### config.mk
export PLATFORM = sky130hd
export DESIGN_NAME = amp_fault_ctrl
export DESIGN_NICKNAME = d
export VERILOG_FILES = /design/src/rtl/amp_fault_pkg.sv /design/src/rtl/clk_check_if.sv /design/src/rtl/clk_ratio_checker.sv /design/src/rtl/amp_fault_ctrl.sv
export SDC_FILE = /design/constraint.sdc
export NUM_CORES = 1
export LEC_CHECK = 0
export BUFFER_PORTS_ARGS = -buffer_cell sky130_fd_sc_hd__buf_2
export CAP_MARGIN = 20
export CELL_PAD_IN_SITES_DETAIL_PLACEMENT = 0
export CELL_PAD_IN_SITES_GLOBAL_PLACEMENT = 2
export CORE_ASPECT_RATIO = 0.8
export CORE_MARGIN = 10
export CORE_UTILIZATION = 25
export CTS_BUF_LIST = sky130_fd_sc_hd__clkbuf_4
export CTS_CLUSTER_SIZE = 8
export DETAILED_ROUTE_END_ITERATION = 8
export GPL_TIMING_DRIVEN = 0
export PLACE_DENSITY_LB_ADDON = 0.15
export SYNTH_ARGS = -nofsm -noshare
export SYNTH_HDL_FRONTEND = slang
export SYNTH_SLANG_ARGS = --single-unit
### constraint.sdc
create_clock -name core_clk_in -period 3.8 [get_ports core_clk_in]
set_input_delay 0.38 -clock core_clk_in [delete_from_list [all_inputs] [get_ports core_clk_in]]
set_output_delay 0.38 -clock core_clk_in [all_outputs]
set_load 0.1 [all_outputs]
### src/rtl/amp_fault_pkg.sv
package amp_fault_pkg;
// ==========================================================================
// Contract
// - Latching faults and clock errors drive the open-drain fault pin low, else released.
// - Latching faults hold the pin low until shutdown toggles and recovery ends.
// - Non-latching faults except clock errors leave the pin; playback auto-resumes.
// - Clock errors pull the pin low and recover with no recovery wait.
// - Over-voltage is non-latching, no pin, clears when supply flag drops.
// - Under-voltage is non-latching, no pin, clears when supply flag returns.
// - Bad clock ratio, bad clock rate or stopped clock raises clock error; ratio and rate are only checked in hardware mode.
// - Over-current latches; clears after recovery time and shutdown toggle.
// - DC detect latches; clears after recovery time and shutdown toggle.
// - Over-temperature latches; clear also needs the die below hysteresis.
// - DC event when a channel duty stays above 60% one polarity >420 ms.
// - Shutdown input low shuts the amplifier down, high brings it out.
// - Hardware mode uses defaults, changed only through the control pins.
// - Static pins tied low select bridge-tied load and 768 kHz switching.
// - Hardware mode accepts I2S only, single speed, limited clock rates.
// - Bit clock must be 32, 48 or 64 times the frame rate.
// - Master clock ratio limits depend on the sample rate band.
// - A latching fault still present after shutdown release is caught again.

  // ========================================================================
  // Timing
  localparam int CLK_KHZ = 200000;
  localparam int CYC_PER_MS = CLK_KHZ * 1;
  localparam int DC_DETECT_MS = 420;
  localparam int FAULT_RECOVERY_MS = 1;
  localparam logic [15:0] STOP_FAST_CYC = 16'h0400;
  localparam logic [15:0] STOP_FRAME_CYC = 16'h8000;

  // ========================================================================
  // Frame period bands in core cycles and accepted clock ratios
  localparam logic [15:0] P12_MIN = 16'h3a98;
  localparam logic [15:0] P12_MAX = 16'h4650;
  localparam logic [15:0] P16_MIN = 16'h2cec;
  localparam logic [15:0] P16_MAX = 16'h34bc;
  localparam logic [15:0] P24_MIN = 16'h1e78;
  localparam logic [15:0] P24_MAX = 16'h2328;
  localparam logic [15:0] P48_MIN = 16'h0f3c;
  localparam logic [15:0] P48_MAX = 16'h19c8;
  localparam logic [9:0] MCLK_128 = 10'h080;
  localparam logic [9:0] MCLK_192 = 10'h0c0;
  localparam logic [9:0] MCLK_256 = 10'h100;
  localparam logic [9:0] MCLK_384 = 10'h180;
  localparam logic [9:0] MCLK_512 = 10'h200;
  localparam logic [9:0] SCLK_32 = 10'h020;
  localparam logic [9:0] SCLK_48 = 10'h030;
  localparam logic [9:0] SCLK_64 = 10'h040;

  // ========================================================================
  // Registers
  localparam int REG_AW = 4;
  localparam int REG_DW = 8;
  localparam logic [3:0] REG_CTRL = 4'h0;
  localparam logic [3:0] REG_STATUS = 4'h1;
  localparam logic [7:0] CTRL_RST = 8'h01;
  localparam logic [7:0] CTRL_MASK = 8'h0f;
  localparam int CTRL_SD_N = 0;
  localparam int CTRL_SLEEP = 1;
  localparam int CTRL_PBTL = 2;
  localparam int CTRL_FREQ_X8 = 3;
  localparam int STS_OV = 0;
  localparam int STS_UV = 1;
  localparam int STS_CLK = 2;
  localparam int STS_OC = 3;
  localparam int STS_DC = 4;
  localparam int STS_OT = 5;
  localparam int STS_PIN = 6;
  localparam int STS_HW = 7;
  localparam int LAT_OC = 0;
  localparam int LAT_DC = 1;
  localparam int LAT_OT = 2;

  typedef enum logic [2:0] {
    RATE_NONE, RATE_12K, RATE_16K, RATE_24K, RATE_32_48K
  } rate_t;
  typedef enum logic [1:0] {ST_OFF, ST_RECOVER, ST_RUN} amp_state_t;
endpackage

### src/rtl/clk_check_if.sv
`timescale 1ns/1ps
interface clk_check_if;
  logic clk_err;
  logic ratio_bad;
  logic stopped;
  modport src (output clk_err, output ratio_bad, output stopped);
  modport dst (input clk_err, input ratio_bad, input stopped);
endinterface

### src/rtl/clk_ratio_checker.sv
`timescale 1ns/1ps
module clk_ratio_checker (
  input wire logic core_clk_in,
  input wire logic sys_rst_in,
  input wire logic mclk_in,
  input wire logic sclk_in,
  input wire logic lrck_in,
  input wire logic hw_mode_in,
  clk_check_if.src chk_if
);
  import amp_fault_pkg::*;

  // ========================================================================
  // Edge finding on the three audio clocks
  logic [2:0] sync1_ff, sync2_ff, prev_ff;
  logic [15:0] per_cnt_ff;
  logic [9:0] mclk_cnt_ff, sclk_cnt_ff;
  logic [15:0] idle_ff [3];
  logic bad_ff, err_ff;
  wire [2:0] rise_w = sync2_ff & ~prev_ff;
  wire frame_w = rise_w[2];
  wire [2:0] stop_w;

  // A tolerance of one edge absorbs sampling jitter at frame boundaries.
  function automatic logic near(input logic [9:0] v, input logic [9:0] t);
    return (v + 10'h001 >= t) && (v <= t + 10'h001);
  endfunction

  function automatic rate_t rate_of(input logic [15:0] p);
    if (p >= P12_MIN && p <= P12_MAX) return RATE_12K;
    if (p >= P16_MIN && p <= P16_MAX) return RATE_16K;
    if (p >= P24_MIN && p <= P24_MAX) return RATE_24K;
    if (p >= P48_MIN && p <= P48_MAX) return RATE_32_48K;
    return RATE_NONE;
  endfunction

  function automatic logic mclk_ok(input rate_t r, input logic [9:0] m);
    logic n128, n192, n256, n384, n512;
    n128 = near(m, MCLK_128);
    n192 = near(m, MCLK_192);
    n256 = near(m, MCLK_256);
    n384 = near(m, MCLK_384);
    n512 = near(m, MCLK_512);
    case (r)
      RATE_12K: return n512;
      RATE_16K: return n256 | n384 | n512;
      RATE_24K: return n192 | n256 | n384 | n512;
      RATE_32_48K: return n128 | n192 | n256 | n384 | n512;
      default: return 1'b0;
    endcase
  endfunction

  wire [9:0] mclk_tot_w = mclk_cnt_ff + {9'h000, rise_w[0]};
  wire [9:0] sclk_tot_w = sclk_cnt_ff + {9'h000, rise_w[1]};
  wire sclk_good_w = near(sclk_tot_w, SCLK_32) | near(sclk_tot_w, SCLK_48) |
                     near(sclk_tot_w, SCLK_64);
  wire mclk_good_w = mclk_ok(rate_of(per_cnt_ff), mclk_tot_w);

  always_ff @(posedge core_clk_in) begin
    if (sys_rst_in) begin
      sync1_ff <= 3'h0;
      sync2_ff <= 3'h0;
      prev_ff <= 3'h0;
    end else begin
      sync1_ff <= {lrck_in, sclk_in, mclk_in};
      sync2_ff <= sync1_ff;
      prev_ff <= sync2_ff;
    end
  end

  // Edges are counted per frame clock period.
  always_ff @(posedge core_clk_in) begin
    if (sys_rst_in || frame_w) begin
      per_cnt_ff <= 16'h0001;
      mclk_cnt_ff <= 10'h000;
      sclk_cnt_ff <= 10'h000;
    end else begin
      per_cnt_ff <= (per_cnt_ff == 16'hffff) ? per_cnt_ff : per_cnt_ff + 16'h1;
      mclk_cnt_ff <= mclk_tot_w;
      sclk_cnt_ff <= sclk_tot_w;
    end
  end

  genvar i;
  generate
    for (i = 0; i < 3; i++) begin : g_idle
      always_ff @(posedge core_clk_in) begin
        if (sys_rst_in || rise_w[i]) begin
          idle_ff[i] <= 16'h0000;
        end else if (idle_ff[i] != 16'hffff) begin
          idle_ff[i] <= idle_ff[i] + 16'h0001;
        end
      end
      assign stop_w[i] = idle_ff[i] >= ((i == 2) ? STOP_FRAME_CYC :
                                        STOP_FAST_CYC);
    end
  endgenerate

  // Ratio limits only hold in hardware mode, where single speed applies.
  always_ff @(posedge core_clk_in) begin
    if (sys_rst_in || !hw_mode_in) begin
      bad_ff <= 1'b0;
    end else if (frame_w) begin
      bad_ff <= !(mclk_good_w && sclk_good_w);
    end
  end

  always_ff @(posedge core_clk_in) begin
    if (sys_rst_in) begin
      err_ff <= 1'b0;
    end else begin
      err_ff <= bad_ff | (|stop_w);
    end
  end

  assign chk_if.clk_err = err_ff;
  assign chk_if.ratio_bad = bad_ff;
  assign chk_if.stopped = |stop_w;
endmodule

### src/rtl/amp_fault_ctrl.sv
`timescale 1ns/1ps
module amp_fault_ctrl #(
  parameter int MS_DIV_CYCLES = amp_fault_pkg::CYC_PER_MS,
  parameter int RECOVERY_MS = amp_fault_pkg::FAULT_RECOVERY_MS
) (
  input wire logic core_clk_in,
  input wire logic sys_rst_in,
  input wire logic mclk_in,
  input wire logic sclk_in,
  input wire logic lrck_in,
  input wire logic amp_shutdown_n_in,
  input wire logic sleep_or_addr_pin_in,
  input wire logic parallel_load_pin_in,
  input wire logic freq_pin_in,
  input wire logic [1:0] spk_gain_in,
  input wire logic ov_flag_in,
  input wire logic uv_flag_in,
  input wire logic oc_flag_in,
  input wire logic ot_flag_in,
  input wire logic ot_cool_in,
  input wire logic [1:0] duty_pos_in,
  input wire logic [1:0] duty_neg_in,
  input wire logic amp_fault_n_in,
  output logic amp_fault_n_out,
  output logic amp_fault_oe_out,
  output logic amp_run_out,
  output logic amp_sleep_out,
  output logic cfg_hw_mode_out,
  output logic cfg_pbtl_out,
  output logic cfg_freq_x8_out,
  output logic cfg_i2s_only_out,
  input wire logic [amp_fault_pkg::REG_AW-1:0] reg_addr_in,
  input wire logic [amp_fault_pkg::REG_DW-1:0] reg_wdata_in,
  input wire logic reg_wr_in,
  input wire logic reg_rd_in,
  output logic [amp_fault_pkg::REG_DW-1:0] reg_rdata_out
);
  import amp_fault_pkg::*;

  // ========================================================================
  // Pin synchronisers
  localparam int NSYNC = 16;
  localparam logic [17:0] MS_LAST = 18'(MS_DIV_CYCLES - 1);
  localparam logic [7:0] REC_LAST = 8'(RECOVERY_MS - 1);
  localparam logic [9:0] DC_LIMIT = 10'(DC_DETECT_MS);

  logic [NSYNC-1:0] meta_ff, sync_ff;
  wire [NSYNC-1:0] async_w = {amp_fault_n_in, duty_neg_in, duty_pos_in,
    ot_cool_in, ot_flag_in, oc_flag_in, uv_flag_in, ov_flag_in, spk_gain_in,
    freq_pin_in, parallel_load_pin_in, sleep_or_addr_pin_in,
    amp_shutdown_n_in};

  always_ff @(posedge core_clk_in) begin
    if (sys_rst_in) begin
      meta_ff <= '0;
      sync_ff <= '0;
    end else begin
      meta_ff <= async_w;
      sync_ff <= meta_ff;
    end
  end

  wire sd_pin_w = sync_ff[0];
  wire sleep_pin_w = sync_ff[1];
  wire pbtl_pin_w = sync_ff[2];
  wire freq_pin_w = sync_ff[3];
  wire [1:0] gain_w = sync_ff[5:4];
  wire ov_w = sync_ff[6];
  wire uv_w = sync_ff[7];
  wire oc_w = sync_ff[8];
  wire ot_w = sync_ff[9];
  wire cool_w = sync_ff[10];
  wire [1:0] dpos_w = sync_ff[12:11];
  wire [1:0] dneg_w = sync_ff[14:13];
  wire pin_lvl_w = sync_ff[15];

  // ========================================================================
  // Control mode and configuration
  logic [7:0] ctrl_ff;
  logic [7:0] rdata_ff;
  logic [7:0] status_w;
  // Both gain pins high hand control to software.
  wire hw_mode_w = (gain_w != 2'b11);
  wire sd_eff_w = sd_pin_w & (hw_mode_w | ctrl_ff[CTRL_SD_N]);
  // In software mode the sleep pin is an address strap, so the bit rules.
  wire sleep_eff_w = hw_mode_w ? sleep_pin_w : ctrl_ff[CTRL_SLEEP];
  // Pins tied low give bridge-tied load and 16x, 768 kHz at 48 kHz.
  wire pbtl_w = hw_mode_w ? pbtl_pin_w : ctrl_ff[CTRL_PBTL];
  wire freq_x8_w = hw_mode_w ? freq_pin_w : ctrl_ff[CTRL_FREQ_X8];

  clk_check_if chk ();

  clk_ratio_checker u_chk (
    .core_clk_in(core_clk_in),
    .sys_rst_in(sys_rst_in),
    .mclk_in(mclk_in),
    .sclk_in(sclk_in),
    .lrck_in(lrck_in),
    .hw_mode_in(hw_mode_w),
    .chk_if(chk.src)
  );

  wire clk_err_w = chk.clk_err;

  // ========================================================================
  // Millisecond tick and power state
  amp_state_t state_ff, nxt_state;
  logic [17:0] ms_cnt_ff;
  logic [7:0] rec_cnt_ff;
  // The divider restarts in shutdown so recovery is never cut short.
  wire ms_tick_w = (ms_cnt_ff == MS_LAST);
  wire rec_done_w = (state_ff == ST_RECOVER) && ms_tick_w &&
                    (rec_cnt_ff == REC_LAST);

  always_ff @(posedge core_clk_in) begin
    if (sys_rst_in || state_ff == ST_OFF || ms_tick_w) begin
      ms_cnt_ff <= 18'h00000;
    end else begin
      ms_cnt_ff <= ms_cnt_ff + 18'h00001;
    end
  end

  always_ff @(posedge core_clk_in) begin
    if (sys_rst_in || state_ff != ST_RECOVER) begin
      rec_cnt_ff <= 8'h00;
    end else if (ms_tick_w) begin
      rec_cnt_ff <= rec_cnt_ff + 8'h01;
    end
  end

  always_comb begin
    nxt_state = state_ff;
    case (state_ff)
      ST_OFF: begin
        if (sd_eff_w) begin
          nxt_state = ST_RECOVER;
        end
      end
      ST_RECOVER: begin
        if (!sd_eff_w) begin
          nxt_state = ST_OFF;
        end else if (rec_done_w) begin
          nxt_state = ST_RUN;
        end
      end
      ST_RUN: begin
        if (!sd_eff_w) begin
          nxt_state = ST_OFF;
        end
      end
      default: nxt_state = ST_OFF;
    endcase
  end

  always_ff @(posedge core_clk_in) begin
    if (sys_rst_in) begin
      state_ff <= ST_OFF;
    end else begin
      state_ff <= nxt_state;
    end
  end

  // ========================================================================
  // DC detection per channel
  logic [9:0] dc_cnt_ff [2];
  logic [1:0] dc_pol_ff;
  wire [1:0] dc_hit_w;

  genvar c;
  generate
    for (c = 0; c < 2; c++) begin : g_dc
      wire act_w = dpos_w[c] ^ dneg_w[c];
      always_ff @(posedge core_clk_in) begin
        if (sys_rst_in || state_ff != ST_RUN || !act_w) begin
          dc_cnt_ff[c] <= 10'h000;
          dc_pol_ff[c] <= 1'b0;
        end else if (dc_pol_ff[c] != dpos_w[c]) begin
          dc_cnt_ff[c] <= 10'h000;
          dc_pol_ff[c] <= dpos_w[c];
        end else if (ms_tick_w && !dc_hit_w[c]) begin
          dc_cnt_ff[c] <= dc_cnt_ff[c] + 10'h001;
        end
      end
      assign dc_hit_w[c] = (dc_cnt_ff[c] > DC_LIMIT);
    end
  endgenerate

  // ========================================================================
  // Latching faults
  logic [2:0] lat_ff;
  wire live_w = (state_ff != ST_OFF);
  // Detection runs again from shutdown release, so a lasting fault returns.
  wire [2:0] lat_evt_w = {ot_w, |dc_hit_w, oc_w} & {3{live_w}};
  // Over-temperature also waits for the die to cool below hysteresis.
  wire [2:0] lat_clr_w = {cool_w, 2'b11} & {3{rec_done_w}};
  // A new event wins over a clear in the same cycle.
  wire [2:0] nxt_lat = lat_evt_w | (lat_ff & ~lat_clr_w);
  // Over- and under-voltage only hold off playback; clock errors also drive the pin.
  wire fault_w = (|lat_ff) | clk_err_w;
  wire nxt_run = (state_ff == ST_RUN) && !(|lat_ff) && !clk_err_w &&
                 !ov_w && !uv_w && !sleep_eff_w;

  always_ff @(posedge core_clk_in) begin
    if (sys_rst_in) begin
      lat_ff <= 3'h0;
      amp_fault_oe_out <= 1'b0;
      amp_run_out <= 1'b0;
      amp_sleep_out <= 1'b0;
    end else begin
      lat_ff <= nxt_lat;
      amp_fault_oe_out <= fault_w;
      amp_run_out <= nxt_run;
      amp_sleep_out <= sleep_eff_w;
    end
  end

  always_ff @(posedge core_clk_in) begin
    if (sys_rst_in) begin
      cfg_hw_mode_out <= 1'b1;
      cfg_pbtl_out <= 1'b0;
      cfg_freq_x8_out <= 1'b0;
      cfg_i2s_only_out <= 1'b1;
    end else begin
      cfg_hw_mode_out <= hw_mode_w;
      cfg_pbtl_out <= pbtl_w;
      cfg_freq_x8_out <= freq_x8_w;
      cfg_i2s_only_out <= hw_mode_w;
    end
  end

  // The pin only ever sinks; the pull-up sits outside.
  assign amp_fault_n_out = 1'b0;

  // ========================================================================
  // Register port
  assign status_w[STS_OV] = ov_w;
  assign status_w[STS_UV] = uv_w;
  assign status_w[STS_CLK] = clk_err_w;
  assign status_w[STS_OC] = lat_ff[LAT_OC];
  assign status_w[STS_DC] = lat_ff[LAT_DC];
  assign status_w[STS_OT] = lat_ff[LAT_OT];
  assign status_w[STS_PIN] = pin_lvl_w;
  assign status_w[STS_HW] = hw_mode_w;

  wire [7:0] rd_mux_w = (reg_addr_in == REG_CTRL) ? ctrl_ff :
                        (reg_addr_in == REG_STATUS) ? status_w : 8'h00;

  always_ff @(posedge core_clk_in) begin
    if (sys_rst_in) begin
      ctrl_ff <= CTRL_RST;
    end else if (reg_wr_in && reg_addr_in == REG_CTRL) begin
      ctrl_ff <= reg_wdata_in & CTRL_MASK;
    end
  end

  always_ff @(posedge core_clk_in) begin
    if (sys_rst_in) begin
      rdata_ff <= 8'h00;
    end else begin
      rdata_ff <= reg_rd_in ? rd_mux_w : 8'h00;
    end
  end

  assign reg_rdata_out = rdata_ff;
endmodule

## After elaboration in Yosys (flattened, before gate mapping)

Memory sizes are Yosys's and may differ from the RTL's.
Cells that the tools add are included.
W data, S select, Z words.

- Memories kept: 2
- Bits in writable memories: 68
- Register bits: 130

- Muxes and demuxes: 69
- Eq/ne operators: 20
- Reduce and logical (&&, ||, !) cells: 54
- Add/sub/neg operators: 12
- Order comparisons: 29
- Bitwise gates (word level): 33

Memory list:

| name | depth | width | rd ports | clocked after Yosys merged registers in | write ports | line | text |
|---|---|---|---|---|---|---|---|
| u_chk.idle_ff | 3 | 16 | 3 | 0 | 3 | clk_ratio_checker.sv:18 | `logic [15:0] idle_ff [3];` |
| dc_cnt_ff | 2 | 10 | 2 | 0 | 2 | amp_fault_ctrl.sv:165 | `logic [9:0] dc_cnt_ff [2];` |

Operator list:

| cell | count |
|---|---|
| $add A16 B1 Y16 const B | 4 |
| $mux W16 | 3 |
| $ne A16 B16 Y1 const B | 3 |
| $mux W1 | 46 |
| $add A10 B1 Y10 const B | 4 |
| $mux W10 | 4 |
| $ge A16 B11 Y1 const B | 2 |
| $ge A16 B14 Y1 const B | 2 |
| $le A16 B14 Y1 const B | 2 |
| $mux W3 | 8 |
| $logic_and A1 B1 Y1 | 23 |
| $or A1 B1 Y1 | 21 |
| $add A10 B1 Y10 | 2 |
| $ge A10 B6 Y1 const B | 2 |
| $ge A10 B8 Y1 const B | 2 |
| $ge A10 B9 Y1 const B | 2 |
| $gt A10 B9 Y1 const B | 2 |
| $le A10 B6 Y1 const B | 2 |
| $le A10 B8 Y1 const B | 2 |
| $le A10 B9 Y1 const B | 2 |
| $add A18 B1 Y18 const B | 1 |
| $eq A18 B18 Y1 const B | 1 |
| $eq A16 B16 Y1 const B | 1 |
| $ge A16 B12 Y1 const B | 1 |
| other kinds (39) | 75 |

## Longest topological paths before layout

- Depth after elaboration: 17
- Gate-level depth with buffers: 12
- Mapped depth without buffers: 12

## By module

A second synthesis with hierarchy kept.

- Cells, all modules: 982
- Area, all modules: 9296.4 um^2

Modules (own cells, without submodules):

| module | cells each | seq. area each (um^2) | instances | area an instance (um^2) |
|---|---|---|---|---|
| clk_ratio_checker | 582 | 2382.3 | 1 | 5253.8 |
| amp_fault_ctrl | 400 | 2262.2 | 1 | 4042.6 |

## Worst setup path after synthesis

OpenSTA, ideal clock, no wires.

- Path kind: register -> register
- Start: reg u_chk.sync2_ff[0]
- End: reg u_chk.bad_ff (netlist: u_chk.chk_if.ratio_bad)
- Path buffers: 0
- Data required time: 3674 ps
- Setup time: 126 ps
- Stages on the path, launching flop included: 13
- Slack: 1434 ps
- Arrival time: 2240 ps
- Path through: dfxtp_1 -> nor2b_1 -> ha_1 -> ha_1 -> inv_1 -> ha_1 -> nor2_1 -> nor4_1 -> a22oi_1 -> o21ai_0 -> nand4b_1 -> a2111oi_2 -> a21oi_1

- Longest elaborated chain between the ends: 12
- Elaborated cells on any way between the ends: 30
- Classes of those cells: add/sub: 2; order compare: 10; mux: 1; bitwise: 10; reduce/logical: 7

Ends and longest elaborated chain:

| element | line | text |
|---|---|---|
| start: declaration | clk_ratio_checker.sv:15 | `logic [2:0] sync1_ff, sync2_ff, prev_ff;` |
| start signal: assignment | clk_ratio_checker.sv:66 | `sync2_ff <= sync1_ff;` |
| $and A3 B3 Y3 * | clk_ratio_checker.sv:20 | `wire [2:0] rise_w = sync2_ff & ~prev_ff;` |
| $add A10 B1 Y10 * | clk_ratio_checker.sv:53 | `wire [9:0] mclk_tot_w = mclk_cnt_ff + {9'h000, rise_w[0]};` |
| net u_chk.mclk_tot_w[1] | clk_ratio_checker.sv:53 |  |
| $add A10 B1 Y10 | clk_ratio_checker.sv:26 | `return (v + 10'h001 >= t) && (v <= t + 10'h001);` |
| $ge A10 B8 Y1 | clk_ratio_checker.sv:26 |  |
| $logic_and A1 B1 Y1 | clk_ratio_checker.sv:26 |  |
| $or A1 B1 Y1 (4 in series) | clk_ratio_checker.sv:48 | `RATE_32_48K: return n128 \| n192 \| n256 \| n384 \| n512;` |
| $pmux W1 S4 * | clk_ratio_checker.sv:44 | `case (r)` |
| $logic_and A1 B1 Y1 * | clk_ratio_checker.sv:104 | `bad_ff <= !(mclk_good_w && sclk_good_w);` |
| $logic_not A1 Y1 * | clk_ratio_checker.sv:104 |  |
| end signal: assignment | clk_ratio_checker.sv:104 |  |
| end: declaration | clk_ratio_checker.sv:19 | `logic bad_ff, err_ff;` |

Mark *: on every way through the listed nets, which the timed path passes. The rest lies on a longest branch.
A chain may end at the register's enable or synchronous reset.

## Final worst setup path

- Start: reg u_chk.sync2_ff[1]
- End: reg u_chk.bad_ff (netlist: u_chk.chk_if.ratio_bad)

- Longest elaborated chain between the ends: 9
- Elaborated cells on any way between the ends: 16
- Classes of those cells: add/sub: 2; order compare: 6; bitwise: 3; reduce/logical: 5

Ends and longest elaborated chain:

| element | line | text |
|---|---|---|
| $and A3 B3 Y3 * | clk_ratio_checker.sv:20 |  |
| $add A10 B1 Y10 * | clk_ratio_checker.sv:54 | `wire [9:0] sclk_tot_w = sclk_cnt_ff + {9'h000, rise_w[1]};` |
| $add A10 B1 Y10 | clk_ratio_checker.sv:26 |  |
| $ge A10 B6 Y1 | clk_ratio_checker.sv:26 |  |
| $logic_and A1 B1 Y1 | clk_ratio_checker.sv:26 |  |
| $or A1 B1 Y1 | clk_ratio_checker.sv:55 | `wire sclk_good_w = near(sclk_tot_w, SCLK_32) \| near(sclk_tot_w, SCLK_48) \|` |
| $or A1 B1 Y1 * | clk_ratio_checker.sv:55 |  |
| $logic_and A1 B1 Y1 * | clk_ratio_checker.sv:104 |  |
| $logic_not A1 Y1 * | clk_ratio_checker.sv:104 |  |

Mark *: on every way between the ends. The rest lies on a longest branch, timed or not.

==> impl_metrics.ini <==
[status]
outcome = completed

[logic_synthesis]
synthArstFlopShare_pct = 0
ys_seq_area_share_pct = 49.0
yosysTopAreaCell = dfxtp_1
synth_cells = 1010
synth_edf_count = 68
yosysMostFrequentCell = nor2_1
synth-seq-cells = 198
synth.distinct_cells = 69
netlist_area_um2 = 9480
synthTopCellsByArea = dfxtp_1, edfxtp_1, nor2_1, xor2_1, ha_1
synth_top_area_share_pct = 27.5
syn_avg_cell_area_um2 = 9.38
synth_commonest_cells = nor2_1, dfxtp_1, edfxtp_1
yosys_warnings = 0
synth_ff_type = dfxtp_1

[timing]
slew_headroom_pct = 43.9
min_period_ns = 2.86
timing.hold.ws_ns = 0.0845
rsz0062_at_grt = no
setup_violations = 0
hold_viol_final = 0
slew_violations = 0
worst-slew-pin-transition_ns = 0.842
finalSetupTns_ns = 0
max_clock_freq_mhz = 349
fin_crit_sh_pct = 75.4
skew_ns = 0.0390

[grt]
grt_use_met1_pct = 15.9
grtUsageMet2_pct = 13.5
grt_max_degree = 21
grt_pass1_wl_mm = 37.9
grt_overflow = 0
grt_util_met3_pct = 2.37
antenna_found_initial = 5
grt_usage_pct = 10.3
grt_most_used_layer = met1
first_global_vias = 6776

[pwr]
finalPower_mw = 3.63
power_density_nw_per_um2 = 335
vdd_drop_max_v = 0.000159
p_leak_nw = 3.94

[worst_setup_path]
arrival_ns = 3.41
path_buf_inv = 1
cpMostUsedCell = ha_1
r2r.worst_path.cells = 10
critPathKind = reg2reg
crit_chain = nor2b_1, ha_1, ha_1, clkbuf_1, o211ai_1, o2bb2ai_1, a21o_1, nand4b_1, a2111oi_2, a21oi_1
slowest_stage = clkbuf_1
slowest_delay_ns = 0.43
r2r_start = u_chk.sync2_ff[1]
required_ns = 4.34
cpLargestDelayFamily = compound AO/OA/AOI/OAI gates
reg2reg_slack_ns = 0.94
rr_endpoint = u_chk.chk_if.ratio_bad
worst_setup_path_start_kind = flip-flop
path_max_fanout = 10
end_kind = flip-flop

[floorplan]
die_area_um2 = 46100
initial_core_util_pct = 25.5
coreArea_um2 = 37200
pin_count = 51
rows = 63
chipHeight_um = 194
die_w_um = 238

[clock_tree]
cts_buffers = 17
cts_tree = yes
clk_path_buf_depth = 2
cts.reportedPaths.clkPinSlew_ns = 0.21
clk_latency_ns = 0.66
clock_sinks = 198
cts_root_buffer = clkbuf_4
htree_levels = 4
cts_setup_buffers = 0
cts_resized = 0

[min_path]
whs_path_depth = 4
holdPathEnd = reg_rdata_out[1]
hold_start = reg_addr_in[1]
hp-class = in2reg

[routing]
drtPass1Iterations = 5
vias = 7069
drt-total-wl_mm = 23.5
via_per_inst = 4.42
wl_per_cell_um = 14.7
drc = 0
drt_iter0_drc = 423
antenna_left = 0

[place]
routabilityCongestion = 0.719
dpl.hpwl_mm = 17.4
placed_cell_area_um2 = 10300
port_buffers = 44

[job]
cap_violations = 0

[cells_and_area]
fin_nets = 1160
drive_gt1_share_pct = 9.53
fin_area_um2 = 10800
synthToLayoutAreaGrowth_pct = 14.4
nFillCells = 3984
## power breakdown
part | internal [mW] | leakage (nW) | switching [mW] | total (mW)
clock | 0.311 | 0.159 | 0.878 | 1.19
combinational | 0.0773 | 1.90 | 0.119 | 0.197
sequential | 2.22 | 1.89 | 0.0236 | 2.24
total | 2.61 | 3.94 | 1.02 | 3.63
## metrics by stage
stage	cells	setup WS [ns]	util (%)
2_1_floorplan	1012	1.43	-
3_3_place_gp	1543	0.879	27.7
3_5_place_dp	1543	0.884	27.7
4_1_cts	1599	0.876	29.1
5_1_grt	1600	0.569	29.1
6_report	1600	0.936	29.1
## worst max path at each step
stage / from / end / slack [ns] / cells after the start
floorplan: u_chk.sync2_ff[0] / u_chk.chk_if.ratio_bad / 1.43 / 12
global placement: u_chk.sync2_ff[0] / u_chk.chk_if.ratio_bad / 0.88 / 10
detailed placement: u_chk.sync2_ff[0] / u_chk.chk_if.ratio_bad / 0.88 / 10
CTS: u_chk.sync2_ff[0] / u_chk.chk_if.ratio_bad / 0.88 / 10
global route: u_chk.sync2_ff[1] / u_chk.chk_if.ratio_bad / 0.57 / 10
finish: u_chk.sync2_ff[1] / u_chk.chk_if.ratio_bad / 0.94 / 10
## worst min-delay path, cell delays in order
cell and delay, ns:
buf_2 0.07, nor3_1 0.06, nand3b_1 0.14, nor2_1 0.06
## area by class of cell
type                       count  area, um^2  area share, %
sequential                   198        4640           42.8
multi-input combinational    736        4500           41.5
tap                          487         609           5.62
timing repair buffer          68         460           4.25
buffer                        40         191           1.77
clock inverter                14         153           1.41
inverter                      38         143           1.32
clock buffer                  18         135           1.25
antenna                        1        2.50         0.0231
## placed cells by master (no fill, tap or decap), types with 4 or more instances in the layout
cell           count
nor2_1           175
dfxtp_1          130
edfxtp_1          68
xor2_1            63
nand3_1           60
nand2_1           59
buf_2             50
nor2b_1           46
inv_1             38
xnor2_1           36
and3_1            30
a21oi_1           27
clkbuf_1          26
ha_1              26
dlygate4sd3_1     24
nand4_1           21
nor3_1            20
o21ai_0           18
clkbuf_4          18
nor4_1            12
or3_1             11
mux2i_1           10
nand2b_1           9
and2_1             8
a21o_1             8
nand3b_1           8
or2_2              6
nor3b_1            6
a31oi_1            5
buf_4              5
and4_1             4
o21a_1             4
a211oi_1           4
inv_8              4
inv_6              4
## cell families (layout without fill, tap and decap cells)
logic type                 after synthesis  in the layout  synth area share [%]
muxes                                   10             10                  1.06
AOI/OAI and AO/OA                      101            101                  7.21
and+or+nand+nor                        497            497                  26.6
other                                    1              4                0.0396
buffers and inverters                   78            178                  3.53
DFF                                    198            198                  49.0
adders and majority gates               26             26                  3.43
xor gates and xnor gates                99             99                  9.15
## per-layer routing
layer	up-vias	wire [um]
met5	-	0
met4	0	283
met3	17	805
met2	90	9000
met1	3306	13400
li1	3656	-
## state kept, by name, summed over array words and instances (netlist names), 2 cells and up
signal / flops
ctrl_ff: 4
dc_cnt_ff: 20
dc_pol_ff: 2
lat_ff: 3
meta_ff: 16
ms_cnt_ff: 18
rec_cnt_ff: 8
reg_rdata_out: 8
state_ff: 2
sync_ff: 16
u_chk.idle_ff: 48
u_chk.mclk_cnt_ff: 10
u_chk.per_cnt_ff: 16
u_chk.prev_ff: 3
u_chk.sclk_cnt_ff: 10
u_chk.sync1_ff: 3
u_chk.sync2_ff: 3
## timing repair
item | CTS | global route
setup endpoints to repair | 0 | 0
hold buffers | 24 | 0
hold endpoints to repair | 27 | 0
Note: power is estimated with default switching activity, not from simulation.
